$ cat config.mk
export PLATFORM = sky130hd
export DESIGN_NAME = add_and_shift_bitclear_exec
export DESIGN_NICKNAME = d
export VERILOG_FILES = /design/src/exec_pkg.sv /design/src/add_and_shift_bitclear_exec.sv /design/src/exec_adder.sv
export SDC_FILE = /design/constraint.sdc
export NUM_CORES = 1
export LEC_CHECK = 0
export BUFFER_PORTS_ARGS = -buffer_cell sky130_fd_sc_hd__buf_2
export CORE_MARGIN = 3
export CORE_UTILIZATION = 55
export DETAILED_ROUTE_END_ITERATION = 12
export PLACE_DENSITY_LB_ADDON = 0.1
export SYNTH_ARGS = -nofsm -noshare
export SYNTH_HDL_FRONTEND = slang
export SYNTH_SLANG_ARGS = --single-unit
$ cat constraint.sdc
create_clock -name clk -period 3.11 [get_ports clk]
set_input_delay 0.311 -clock clk [delete_from_list [all_inputs] [get_ports clk]]
set_output_delay 0.311 -clock clk [all_outputs]
set_load 0.05 [all_outputs]
$ cat src/exec_pkg.sv
// Package: opcode patterns, field layouts and carrier types for the datapath
`default_nettype none
package exec_pkg;
    localparam int OPC_W = 14;
    localparam int DATA_W = 8;
    localparam int ADDR_W = 7;
    localparam int PTR_W = 16;
    localparam int PTR_LIT_W = 6;
    // Upper six opcode bits of the immediate forms
    localparam logic [5:0] OPC_IMM_SUM = 6'h3E;
    localparam logic [5:0] OPC_IMM_MASK = 6'h39;
    // Upper six bits of register forms (dest in bit 7)
    localparam logic [5:0] OPC_FILE_SUM = 6'h07;
    localparam logic [5:0] OPC_FILE_SUM_C = 6'h3D;
    localparam logic [5:0] OPC_FILE_MASK = 6'h05;
    localparam logic [5:0] OPC_SHIFT = 6'h37;
    // Upper seven bits of pointer add, upper four of bit clear
    localparam logic [6:0] OPC_PTR_ADD = 7'h62;
    localparam logic [3:0] OPC_BIT_CLR = 4'h4;
    // Field positions in the opcode word
    localparam int TOP6_LSB = 8;
    localparam int TOP7_LSB = 7;
    localparam int TOP4_LSB = 10;
    localparam int DEST_BIT = 7;
    localparam int PTR_SEL_BIT = 6;
    localparam int BIT_IDX_LSB = 7;
    localparam int HALF_BIT = 4;
    localparam logic [7:0] ACC_RESET = 8'h00;
    localparam logic [15:0] PTR_RESET = 16'h0000;

    typedef enum logic [3:0] {
        OP_NONE, OP_PTR_ADD, OP_IMM_SUM, OP_FILE_SUM, OP_FILE_SUM_C,
        OP_IMM_MASK, OP_FILE_MASK, OP_SHIFT, OP_BIT_CLR
    } op_t;

    // Flags of the status word
    typedef struct packed {
        logic carry;
        logic nibble_half_flag;
        logic zero;
    } flags_t;

    // Request for a file register write
    typedef struct packed {
        logic we;
        logic [6:0] addr;
        logic [7:0] data;
    } file_wr_t;
endpackage
`default_nettype wire
$ cat src/add_and_shift_bitclear_exec.sv
// Execution datapath for pointer add, sums, masks, shift and bit clear
`default_nettype none
module add_and_shift_bitclear_exec #(
    parameter int DATA_W = exec_pkg::DATA_W,
    parameter int PTR_W = exec_pkg::PTR_W
) (
    // Clock and reset
    input wire logic clk,
    input wire logic reset,
    // Decoded instruction from the core
    input wire logic instr_valid,
    input wire logic [exec_pkg::OPC_W-1:0] opcode,
    // Operand read back from the addressed file register
    input wire logic [DATA_W-1:0] file_rdata,
    // File register write request
    output exec_pkg::file_wr_t file_wr,
    // Architectural state
    output logic [DATA_W-1:0] accum,
    output exec_pkg::flags_t flags,
    output logic [PTR_W-1:0] indirect_pointer_0,
    output logic [PTR_W-1:0] indirect_pointer_1
);
    exec_pkg::op_t op;
    logic dest_file;
    logic [exec_pkg::ADDR_W-1:0] faddr;
    logic [2:0] bit_idx;
    logic [DATA_W-1:0] lit;
    logic [PTR_W-1:0] ptr_lit;
    logic [DATA_W-1:0] add_b;
    logic add_cin;
    logic [DATA_W-1:0] add_sum;
    logic add_cout;
    logic add_half;
    logic [DATA_W-1:0] result;
    logic write_acc;
    logic write_file;

    logic [DATA_W-1:0] acc_r, acc_nxt;
    exec_pkg::flags_t flags_r, flags_nxt;
    logic [PTR_W-1:0] ptr0_r, ptr0_nxt;
    logic [PTR_W-1:0] ptr1_r, ptr1_nxt;
    exec_pkg::file_wr_t wr_r, wr_nxt;

    // Zero test shared by every flag-setting path
    function automatic logic is_zero(input logic [DATA_W-1:0] v);
        return v == '0;
    endfunction

    // Opcode decode; anything unknown is a no-op for this slice
    always_comb begin
        op = exec_pkg::OP_NONE;
        if (instr_valid) begin
            if (opcode[13:exec_pkg::TOP7_LSB] == exec_pkg::OPC_PTR_ADD)
                op = exec_pkg::OP_PTR_ADD;
            else if (opcode[13:exec_pkg::TOP6_LSB] == exec_pkg::OPC_IMM_SUM)
                op = exec_pkg::OP_IMM_SUM;
            else if (opcode[13:exec_pkg::TOP6_LSB] == exec_pkg::OPC_IMM_MASK)
                op = exec_pkg::OP_IMM_MASK;
            else if (opcode[13:exec_pkg::TOP6_LSB] == exec_pkg::OPC_FILE_SUM)
                op = exec_pkg::OP_FILE_SUM;
            else if (opcode[13:exec_pkg::TOP6_LSB]
                     == exec_pkg::OPC_FILE_SUM_C)
                op = exec_pkg::OP_FILE_SUM_C;
            else if (opcode[13:exec_pkg::TOP6_LSB]
                     == exec_pkg::OPC_FILE_MASK)
                op = exec_pkg::OP_FILE_MASK;
            else if (opcode[13:exec_pkg::TOP6_LSB] == exec_pkg::OPC_SHIFT)
                op = exec_pkg::OP_SHIFT;
            else if (opcode[13:exec_pkg::TOP4_LSB] == exec_pkg::OPC_BIT_CLR)
                op = exec_pkg::OP_BIT_CLR;
        end
    end

    // Operand fields
    assign dest_file = opcode[exec_pkg::DEST_BIT];
    assign faddr = opcode[exec_pkg::ADDR_W-1:0];
    assign bit_idx = opcode[exec_pkg::BIT_IDX_LSB+2:exec_pkg::BIT_IDX_LSB];
    assign lit = opcode[DATA_W-1:0];
    // Sign extension of the 6-bit pointer literal
    assign ptr_lit = {{(PTR_W-exec_pkg::PTR_LIT_W)
                       {opcode[exec_pkg::PTR_LIT_W-1]}},
                      opcode[exec_pkg::PTR_LIT_W-1:0]};

    // Adder operand select; carry-in only for the carry form
    always_comb begin
        add_b = (op == exec_pkg::OP_IMM_SUM) ? lit : file_rdata;
        add_cin = (op == exec_pkg::OP_FILE_SUM_C) ? flags_r.carry
                                                  : 1'b0;
    end

    exec_adder #(.WIDTH(DATA_W)) exec_adder_i (
        .a(acc_r),
        .b(add_b),
        .cin(add_cin),
        .sum(add_sum),
        .cout(add_cout),
        .half(add_half)
    );

    // Result, destination and flag updates
    always_comb begin
        result = '0;
        write_acc = 1'b0;
        write_file = 1'b0;
        flags_nxt = flags_r;
        ptr0_nxt = ptr0_r;
        ptr1_nxt = ptr1_r;
        case (op)
            exec_pkg::OP_PTR_ADD: begin
                // Modulo-16-bit wrap falls out of the width
                if (opcode[exec_pkg::PTR_SEL_BIT])
                    ptr1_nxt = ptr1_r + ptr_lit;
                else
                    ptr0_nxt = ptr0_r + ptr_lit;
            end
            exec_pkg::OP_IMM_SUM: begin
                result = add_sum;
                write_acc = 1'b1;
                flags_nxt = '{add_cout, add_half,
                              is_zero(add_sum)};
            end
            exec_pkg::OP_FILE_SUM, exec_pkg::OP_FILE_SUM_C: begin
                result = add_sum;
                write_acc = !dest_file;
                write_file = dest_file;
                flags_nxt = '{add_cout, add_half,
                              is_zero(add_sum)};
            end
            exec_pkg::OP_IMM_MASK: begin
                result = acc_r & lit;
                write_acc = 1'b1;
                flags_nxt.zero = is_zero(result);
            end
            exec_pkg::OP_FILE_MASK: begin
                result = acc_r & file_rdata;
                write_acc = !dest_file;
                write_file = dest_file;
                flags_nxt.zero = is_zero(result);
            end
            exec_pkg::OP_SHIFT: begin
                result = {file_rdata[DATA_W-1], file_rdata[DATA_W-1:1]};
                write_acc = !dest_file;
                write_file = dest_file;
                flags_nxt.carry = file_rdata[0];
                flags_nxt.zero = is_zero(result);
            end
            exec_pkg::OP_BIT_CLR: begin
                // Read-modify-write of the whole byte; flags left alone
                result = file_rdata & ~(DATA_W'(1) << bit_idx);
                write_file = 1'b1;
            end
            default: begin
                result = '0;
            end
        endcase
        acc_nxt = write_acc ? result : acc_r;
        wr_nxt = '{write_file, faddr, result};
    end

    // State registers; file write is registered so it lands one cycle late
    always_ff @(posedge clk or posedge reset) begin
        if (reset) begin
            acc_r <= exec_pkg::ACC_RESET;
            flags_r <= '0;
            ptr0_r <= exec_pkg::PTR_RESET;
            ptr1_r <= exec_pkg::PTR_RESET;
            wr_r <= '0;
        end else begin
            acc_r <= acc_nxt;
            flags_r <= flags_nxt;
            ptr0_r <= ptr0_nxt;
            ptr1_r <= ptr1_nxt;
            wr_r <= wr_nxt;
        end
    end

    assign accum = acc_r;
    assign flags = flags_r;
    assign indirect_pointer_0 = ptr0_r;
    assign indirect_pointer_1 = ptr1_r;
    assign file_wr = wr_r;

    // Checks; each looks one edge after the op, against sampled operands
    chk_ptr_wrap: assert property (@(posedge clk)
        disable iff (reset)
        op == exec_pkg::OP_PTR_ADD && !opcode[exec_pkg::PTR_SEL_BIT]
        |=> ptr0_r == PTR_W'($past(ptr0_r) + $past(ptr_lit)))
        else $error("pointer 0 sum wrong");
    chk_ptr1_sum: assert property (@(posedge clk)
        disable iff (reset)
        op == exec_pkg::OP_PTR_ADD && opcode[exec_pkg::PTR_SEL_BIT]
        |=> ptr1_r == PTR_W'($past(ptr1_r) + $past(ptr_lit))
            && $stable(ptr0_r))
        else $error("pointer 1 sum wrong");
    chk_ptr_flags: assert property (@(posedge clk)
        disable iff (reset)
        op == exec_pkg::OP_PTR_ADD |=> $stable(flags_r))
        else $error("pointer add changed flags");
    chk_ptr_quiet: assert property (@(posedge clk)
        disable iff (reset)
        op == exec_pkg::OP_PTR_ADD |=> !wr_r.we && $stable(acc_r))
        else $error("pointer add touched data");
    chk_imm_sum: assert property (@(posedge clk)
        disable iff (reset)
        op == exec_pkg::OP_IMM_SUM
        |=> acc_r == DATA_W'($past(acc_r) + $past(lit)) && !wr_r.we)
        else $error("immediate sum wrong");
    chk_imm_decode: assert property (@(posedge clk)
        disable iff (reset)
        instr_valid
        && opcode[13:exec_pkg::TOP6_LSB] == exec_pkg::OPC_IMM_SUM
        |=> {flags_r.carry, acc_r} == 9'($past(acc_r))
            + 9'($past(opcode[DATA_W-1:0])))
        else $error("immediate sum decode wrong");
    chk_mask_decode: assert property (@(posedge clk)
        disable iff (reset)
        instr_valid
        && opcode[13:exec_pkg::TOP6_LSB] == exec_pkg::OPC_IMM_MASK
        |=> acc_r == ($past(acc_r) & $past(opcode[DATA_W-1:0]))
            && !wr_r.we)
        else $error("immediate mask decode wrong");
    chk_no_op: assert property (@(posedge clk)
        disable iff (reset)
        op == exec_pkg::OP_NONE
        |=> !wr_r.we && $stable(acc_r) && $stable(flags_r))
        else $error("idle cycle changed state");
    chk_dest_file: assert property (@(posedge clk)
        disable iff (reset)
        op == exec_pkg::OP_FILE_SUM && dest_file
        |=> wr_r.we && $stable(acc_r) && wr_r.addr == $past(faddr))
        else $error("destination select wrong");
    chk_dest_accum: assert property (@(posedge clk)
        disable iff (reset)
        (op == exec_pkg::OP_FILE_SUM || op == exec_pkg::OP_FILE_SUM_C)
        && !dest_file
        |=> !wr_r.we && acc_r == wr_r.data)
        else $error("accumulator destination wrong");
    chk_file_sum: assert property (@(posedge clk)
        disable iff (reset)
        op == exec_pkg::OP_FILE_SUM
        |=> {flags_r.carry, wr_r.data} == 9'($past(acc_r))
            + 9'($past(file_rdata)))
        else $error("file sum wrong");
    chk_sum_carry: assert property (@(posedge clk)
        disable iff (reset)
        op == exec_pkg::OP_FILE_SUM_C
        |=> {flags_r.carry, wr_r.data} == 9'($past(acc_r))
            + 9'($past(file_rdata)) + 9'($past(flags_r.carry)))
        else $error("carry sum wrong");
    chk_half_carry: assert property (@(posedge clk)
        disable iff (reset)
        op inside {exec_pkg::OP_IMM_SUM, exec_pkg::OP_FILE_SUM,
                   exec_pkg::OP_FILE_SUM_C}
        |=> flags_r.nibble_half_flag
            == |((DATA_W'($past(acc_r[exec_pkg::HALF_BIT-1:0]))
                  + DATA_W'($past(add_b[exec_pkg::HALF_BIT-1:0]))
                  + DATA_W'($past(add_cin))) >> exec_pkg::HALF_BIT))
        else $error("half carry wrong");
    chk_zero_flag: assert property (@(posedge clk)
        disable iff (reset)
        op inside {exec_pkg::OP_IMM_SUM, exec_pkg::OP_FILE_SUM,
                   exec_pkg::OP_FILE_SUM_C}
        |=> flags_r.zero == (wr_r.data == '0))
        else $error("sum zero flag wrong");
    chk_mask_zero: assert property (@(posedge clk)
        disable iff (reset)
        op == exec_pkg::OP_IMM_MASK
        |=> flags_r.carry == $past(flags_r.carry)
            && flags_r.zero == (acc_r == '0))
        else $error("mask flags wrong");
    chk_file_mask: assert property (@(posedge clk)
        disable iff (reset)
        op == exec_pkg::OP_FILE_MASK
        |=> wr_r.data == ($past(acc_r) & $past(file_rdata))
            && flags_r.zero == (wr_r.data == '0)
            && flags_r.carry == $past(flags_r.carry)
            && flags_r.nibble_half_flag
               == $past(flags_r.nibble_half_flag))
        else $error("file mask wrong");
    chk_shift_carry: assert property (@(posedge clk)
        disable iff (reset)
        op == exec_pkg::OP_SHIFT
        |=> flags_r.carry == $past(file_rdata[0])
            && wr_r.data[DATA_W-1] == $past(file_rdata[DATA_W-1]))
        else $error("shift wrong");
    chk_shift_body: assert property (@(posedge clk)
        disable iff (reset)
        op == exec_pkg::OP_SHIFT
        |=> wr_r.data[DATA_W-2:0] == $past(file_rdata[DATA_W-1:1])
            && flags_r.zero == (wr_r.data == '0))
        else $error("shift body wrong");
    chk_shift_dest: assert property (@(posedge clk)
        disable iff (reset)
        op == exec_pkg::OP_SHIFT
        |=> wr_r.we == $past(dest_file)
            && (wr_r.we ? $stable(acc_r) : acc_r == wr_r.data))
        else $error("shift destination wrong");
    chk_bit_clear: assert property (@(posedge clk)
        disable iff (reset)
        op == exec_pkg::OP_BIT_CLR
        |=> wr_r.we && wr_r.data[$past(bit_idx)] == 1'b0
            && $stable(flags_r))
        else $error("bit clear wrong");
    chk_clear_keep: assert property (@(posedge clk)
        disable iff (reset)
        op == exec_pkg::OP_BIT_CLR
        |=> (wr_r.data | (DATA_W'(1) << $past(bit_idx)))
            == ($past(file_rdata) | (DATA_W'(1) << $past(bit_idx)))
            && wr_r.addr == $past(faddr) && $stable(acc_r))
        else $error("bit clear touched other bits");
endmodule
`default_nettype wire

$ cat src/exec_adder.sv
// Eight-bit adder with carry-in giving carry and half-carry
`default_nettype none
module exec_adder #(
    parameter int WIDTH = 8
) (
    // Operands
    input wire logic [WIDTH-1:0] a,
    input wire logic [WIDTH-1:0] b,
    input wire logic cin,
    // Results
    output logic [WIDTH-1:0] sum,
    output logic cout,
    output logic half
);
    logic [WIDTH:0] full;
    logic [exec_pkg::HALF_BIT:0] low;

    // Low nibble summed apart so its carry is visible
    always_comb begin
        full = {1'b0, a} + {1'b0, b} + {{WIDTH{1'b0}}, cin};
        low = {1'b0, a[exec_pkg::HALF_BIT-1:0]}
            + {1'b0, b[exec_pkg::HALF_BIT-1:0]}
            + {{exec_pkg::HALF_BIT{1'b0}}, cin};
        sum = full[WIDTH-1:0];
        cout = full[WIDTH];
        half = low[exec_pkg::HALF_BIT];
    end
endmodule
`default_nettype wire

==> key figures <==
Status
  • Status: finished, violations left
  • Violated checks: setup timing

Layout
  • Share of cells above drive strength 1: 27.47%
  • Filler instances: 635
  • Area Growth Syn to Fin: 24.92%
  • # nets final: 720
  • Antenna Cells: 0
  • Register Area: 1476 um2
  • Non-filler cells in the finished layout: 761
  • Multi-input gate area: 3018 um2

Clock network
  • CTS tree: yes
  • CTS H-Tree Depth: 3
  • CTS buffer count: 9
  • Worst-path clk slew: 0.08 ns
  • Hold Buf Count CTS: 0
  • Worst skew pair latency: 0.34 ns
  • Root buffer cell: clkbuf_8
  • Clk buf depth: 2
  • TritonCTS Sinks: 59

Detailed routing
  • Vias per inst: 5.979
  • Via count: 4,550
  • Post-route ant nets: 0
  • Drt total wl: 12.85 mm
  • Initial DRC Count: 223
  • DRC errors left: 0
  • First-pass DRT Iterations: 5
  • Mean routed wirelength per cell: 16.88 um

Setup path
  • CP Depth: 13
  • Buf/Inv on CP: 2
  • Startpoint Class: input pin
  • Crit-path max FO: 5
  • Worst path max stage delay: 0.51 ns
  • Crit-path slowest cell: or4_1
  • Worst setup EP type: flip-flop
  • Worst Path Arrival: 3.51 ns
  • Critical path, cell by cell: buf_12 -> xor2_4 -> o32ai_2 -> nand2_1 -> and2_4 -> mux2i_4 -> fa_2 -> inv_2 -> fa_2 -> nand2b_4 -> or4_1 -> or4_1 -> o21ai_1
  • Largest delay share family, worst path: simple AND/OR/NAND/NOR gates
  • Critical path data required time: 3.37 ns
  • Critical setup path kind: in -> reg
  • Worst R2R Path Depth: 8

Synthesis
  • Avg Inst Size Synth: 8.662 um2
  • Synth async-reset ratio: 100.0%
  • Mapped Area: 4599 um2
  • Synthesized instance count: 531
  • Simple logic cell fraction of the synthesized area: 18.66%
  • Post-synthesis mux area share: 3.047%
  • Count leader, synth: nand2_1
  • #FFs+latches synth: 59
  • Syn nets: 597
  • Fraction of synthesized cell area in xor and xnor cells: 4.761%
  • Post-Synth Adder-Cell Area: 11.81%
  • Synth area leaders: dfrtp_1, ha_1, nand2_1
  • Top cells by count, synth: nand2_1, dfrtp_1, o21ai_0
  • Synth Warn #: 0
  • Primary FF master, synth: dfrtp_1
  • Area leader, netlist: dfrtp_1
  • Combinational family with the most area after synthesis: compound AO/OA/AOI/OAI gates
  • Compound-Gate Fraction of Synth Area: 25.35%
  • Synth cell types: 66
  • Area share of the largest cell type after synthesis: 32.10%
  • EDFF count, synth: 0
  • Seq/Total Area, Yosys: 32.10%

Place
  • Placed cells: 740
  • GPL Wtd Cong: 0.9647
  • Detailed placer's ending HPWL: 9.888 mm
  • PortBufs: 83

Power
  • Gate power share: 37.8%
  • Int Power: 1634 uW
  • Flop pwr share: 33.8%
  • Peak supply drop: 332.5 uV
  • Sw Pwr: 1032 uW
  • Part of the power in the clock network: 28.4%
  • Switching portion of total power: 38.71%
  • Power consumption: 2666 uW
  • LEAKAGE: 0.002861 uW
  • Power Dens Cells: 464.0 nW/um2

Timing
  • Worst hold slack: 0.07698 ns
  • Final worst path period need: 3.246 ns
  • RSZ-0062 raised after global routing: yes
  • Measured slew at the worst slew-check pin: 0.7833 ns
  • Pins Over Slew Limit: 0
  • Post-Route Skew: 0.01096 ns
  • Worst slew margin: 47.30%
  • Final number of hold-violating endpoints: 0
  • Endpoints failing setup: 1
  • Post-route setup slack: -0.1358 ns
  • Period utilisation layout: 104.4%
  • Post-route setup TNS: -0.1358 ns
  • Timing-limited maximum frequency: 308.1 MHz

Global route
  • First-pass GRT wire length: 21.91 mm
  • Initial antenna violation count: 0
  • Pin count of the biggest net entering global routing: 30
  • Vias in the first global route: 4,529
  • Gr usage total: 27.79%
  • Gr ovfl total: 0

Floorplan
  • Die height: 97.45 um
  • Die area: 9496 um2
  • Starting density of the core: 58.02%
  • Die extent in x: 97.45 um
  • Num ports: 84
  • Core Area: 7928 um2
  • Std-Cell Rows: 32

Worst hold path
  • Hold crit path type: in -> async

Flow run
  • Maxcap violations: 0
[sequential cells by signal, summed over array words and instances (netlist names)]
name                count
accum                   8
file_wr                16
flags                   3
indirect_pointer_0     16
indirect_pointer_1     16
[worst paths after layout]
check / from / endpoint / slack, ns
setup / recovery: opcode[13] / flags[0] / -0.14
hold / removal: reset / indirect_pointer_1[13] / 0.08
setup reg to reg: accum[0] / flags[0] / 0.33
hold reg to reg: indirect_pointer_1[15] / indirect_pointer_1[15] / 0.47
max in group asynchronous: reset / indirect_pointer_1[2] / 2.32
min in group clk: opcode[4] / file_wr[12] / 0.19
[cells by family (layout without fill, tap and decap cells)]
family                   Yosys count  in the layout
AO/OA/AOI/OAI                    177            177
flip-flops                        59             59
multiplexers                      13             13
adder cells (fa/ha/maj)           41             41
AND/OR/NAND/NOR                  170            170
buffers and inverters             46            174
XOR/XNOR                          25             25
[repair_timing]
item | 4_1_cts | 5_1_grt
setup endpoints to repair | 1 | 8
cloned | 0 | 0
setup buffers | 4 | 1
resized for setup | 5 | 18
pin swaps | 7 | 11
[cells in the final DEF (no fill, tap or decap), types with 10 or more instances in the layout]
cell / netlist / layout
a21o_1: 10 / 10
xor2_1: 15 / 14
o21ai_0: 42 / 41
buf_2: 7 / 79
buf_4: 2 / 48
nand2_1: 66 / 66
dfrtp_1: 59 / 59
inv_1: 27 / 25
a21oi_1: 39 / 38
clkbuf_8: 0 / 12
ha_1: 37 / 37
o21ai_1: 13 / 14
nand3_1: 18 / 18
nor2_1: 24 / 24
[worst reg2reg max path, delay by kind of cell (launching register included)]
family	cells	cell delay, ns
AND/OR/NAND/NOR	3	1.16
AO/OA/AOI/OAI	1	0.13
flip-flops	1	0.43
buffers and inverters	2	0.18
adder cells (fa/ha/maj)	2	0.81
[metrics by stage]
step	setup WS, ns	area [um2]	utilization, %
final	-0.1358	5746	72.47
after global routing	-0.2489	5746	72.47
after CTS	-0.09138	5662	71.42
after detailed placement	-0.4756	5401	68.13
after global placement	-0.4064	5401	68.13
after floorplan	-0.3558	4657	-
[power by group through the flow]
stage               Sequential (uW)  Combinational [uW]  Clock (uW)
global placement                911                 941           0
floorplan                      1140                 428           0
global route                    910                1090         803
detailed placement              911                 956           0
CTS                             898                 979         766
finish                          900                1010         758
[per-layer routing]
metal  vias to the layer above  track usage [%]  wire length (um)
li1                       2212                -                 -
met5                         -                0                 0
met3                        20            4.020               703
met2                       170            47.76              6246
met4                         0            10.01               211
met1                      2148            35.54              5685
[final cells by class]
| cell class | count | share of cell area, % |
|---|---|---|
| Clock buffer | 12 | 2.875 |
| Inverter | 27 | 1.764 |
| Multi-Input combinational cell | 426 | 52.53 |
| Tap cell | 102 | 2.221 |
| Timing Repair Buffer | 131 | 14.09 |
| Sequential cell | 59 | 25.70 |
| Clock inverter | 4 | 0.8275 |
Power figures use the tool's default switching activity.
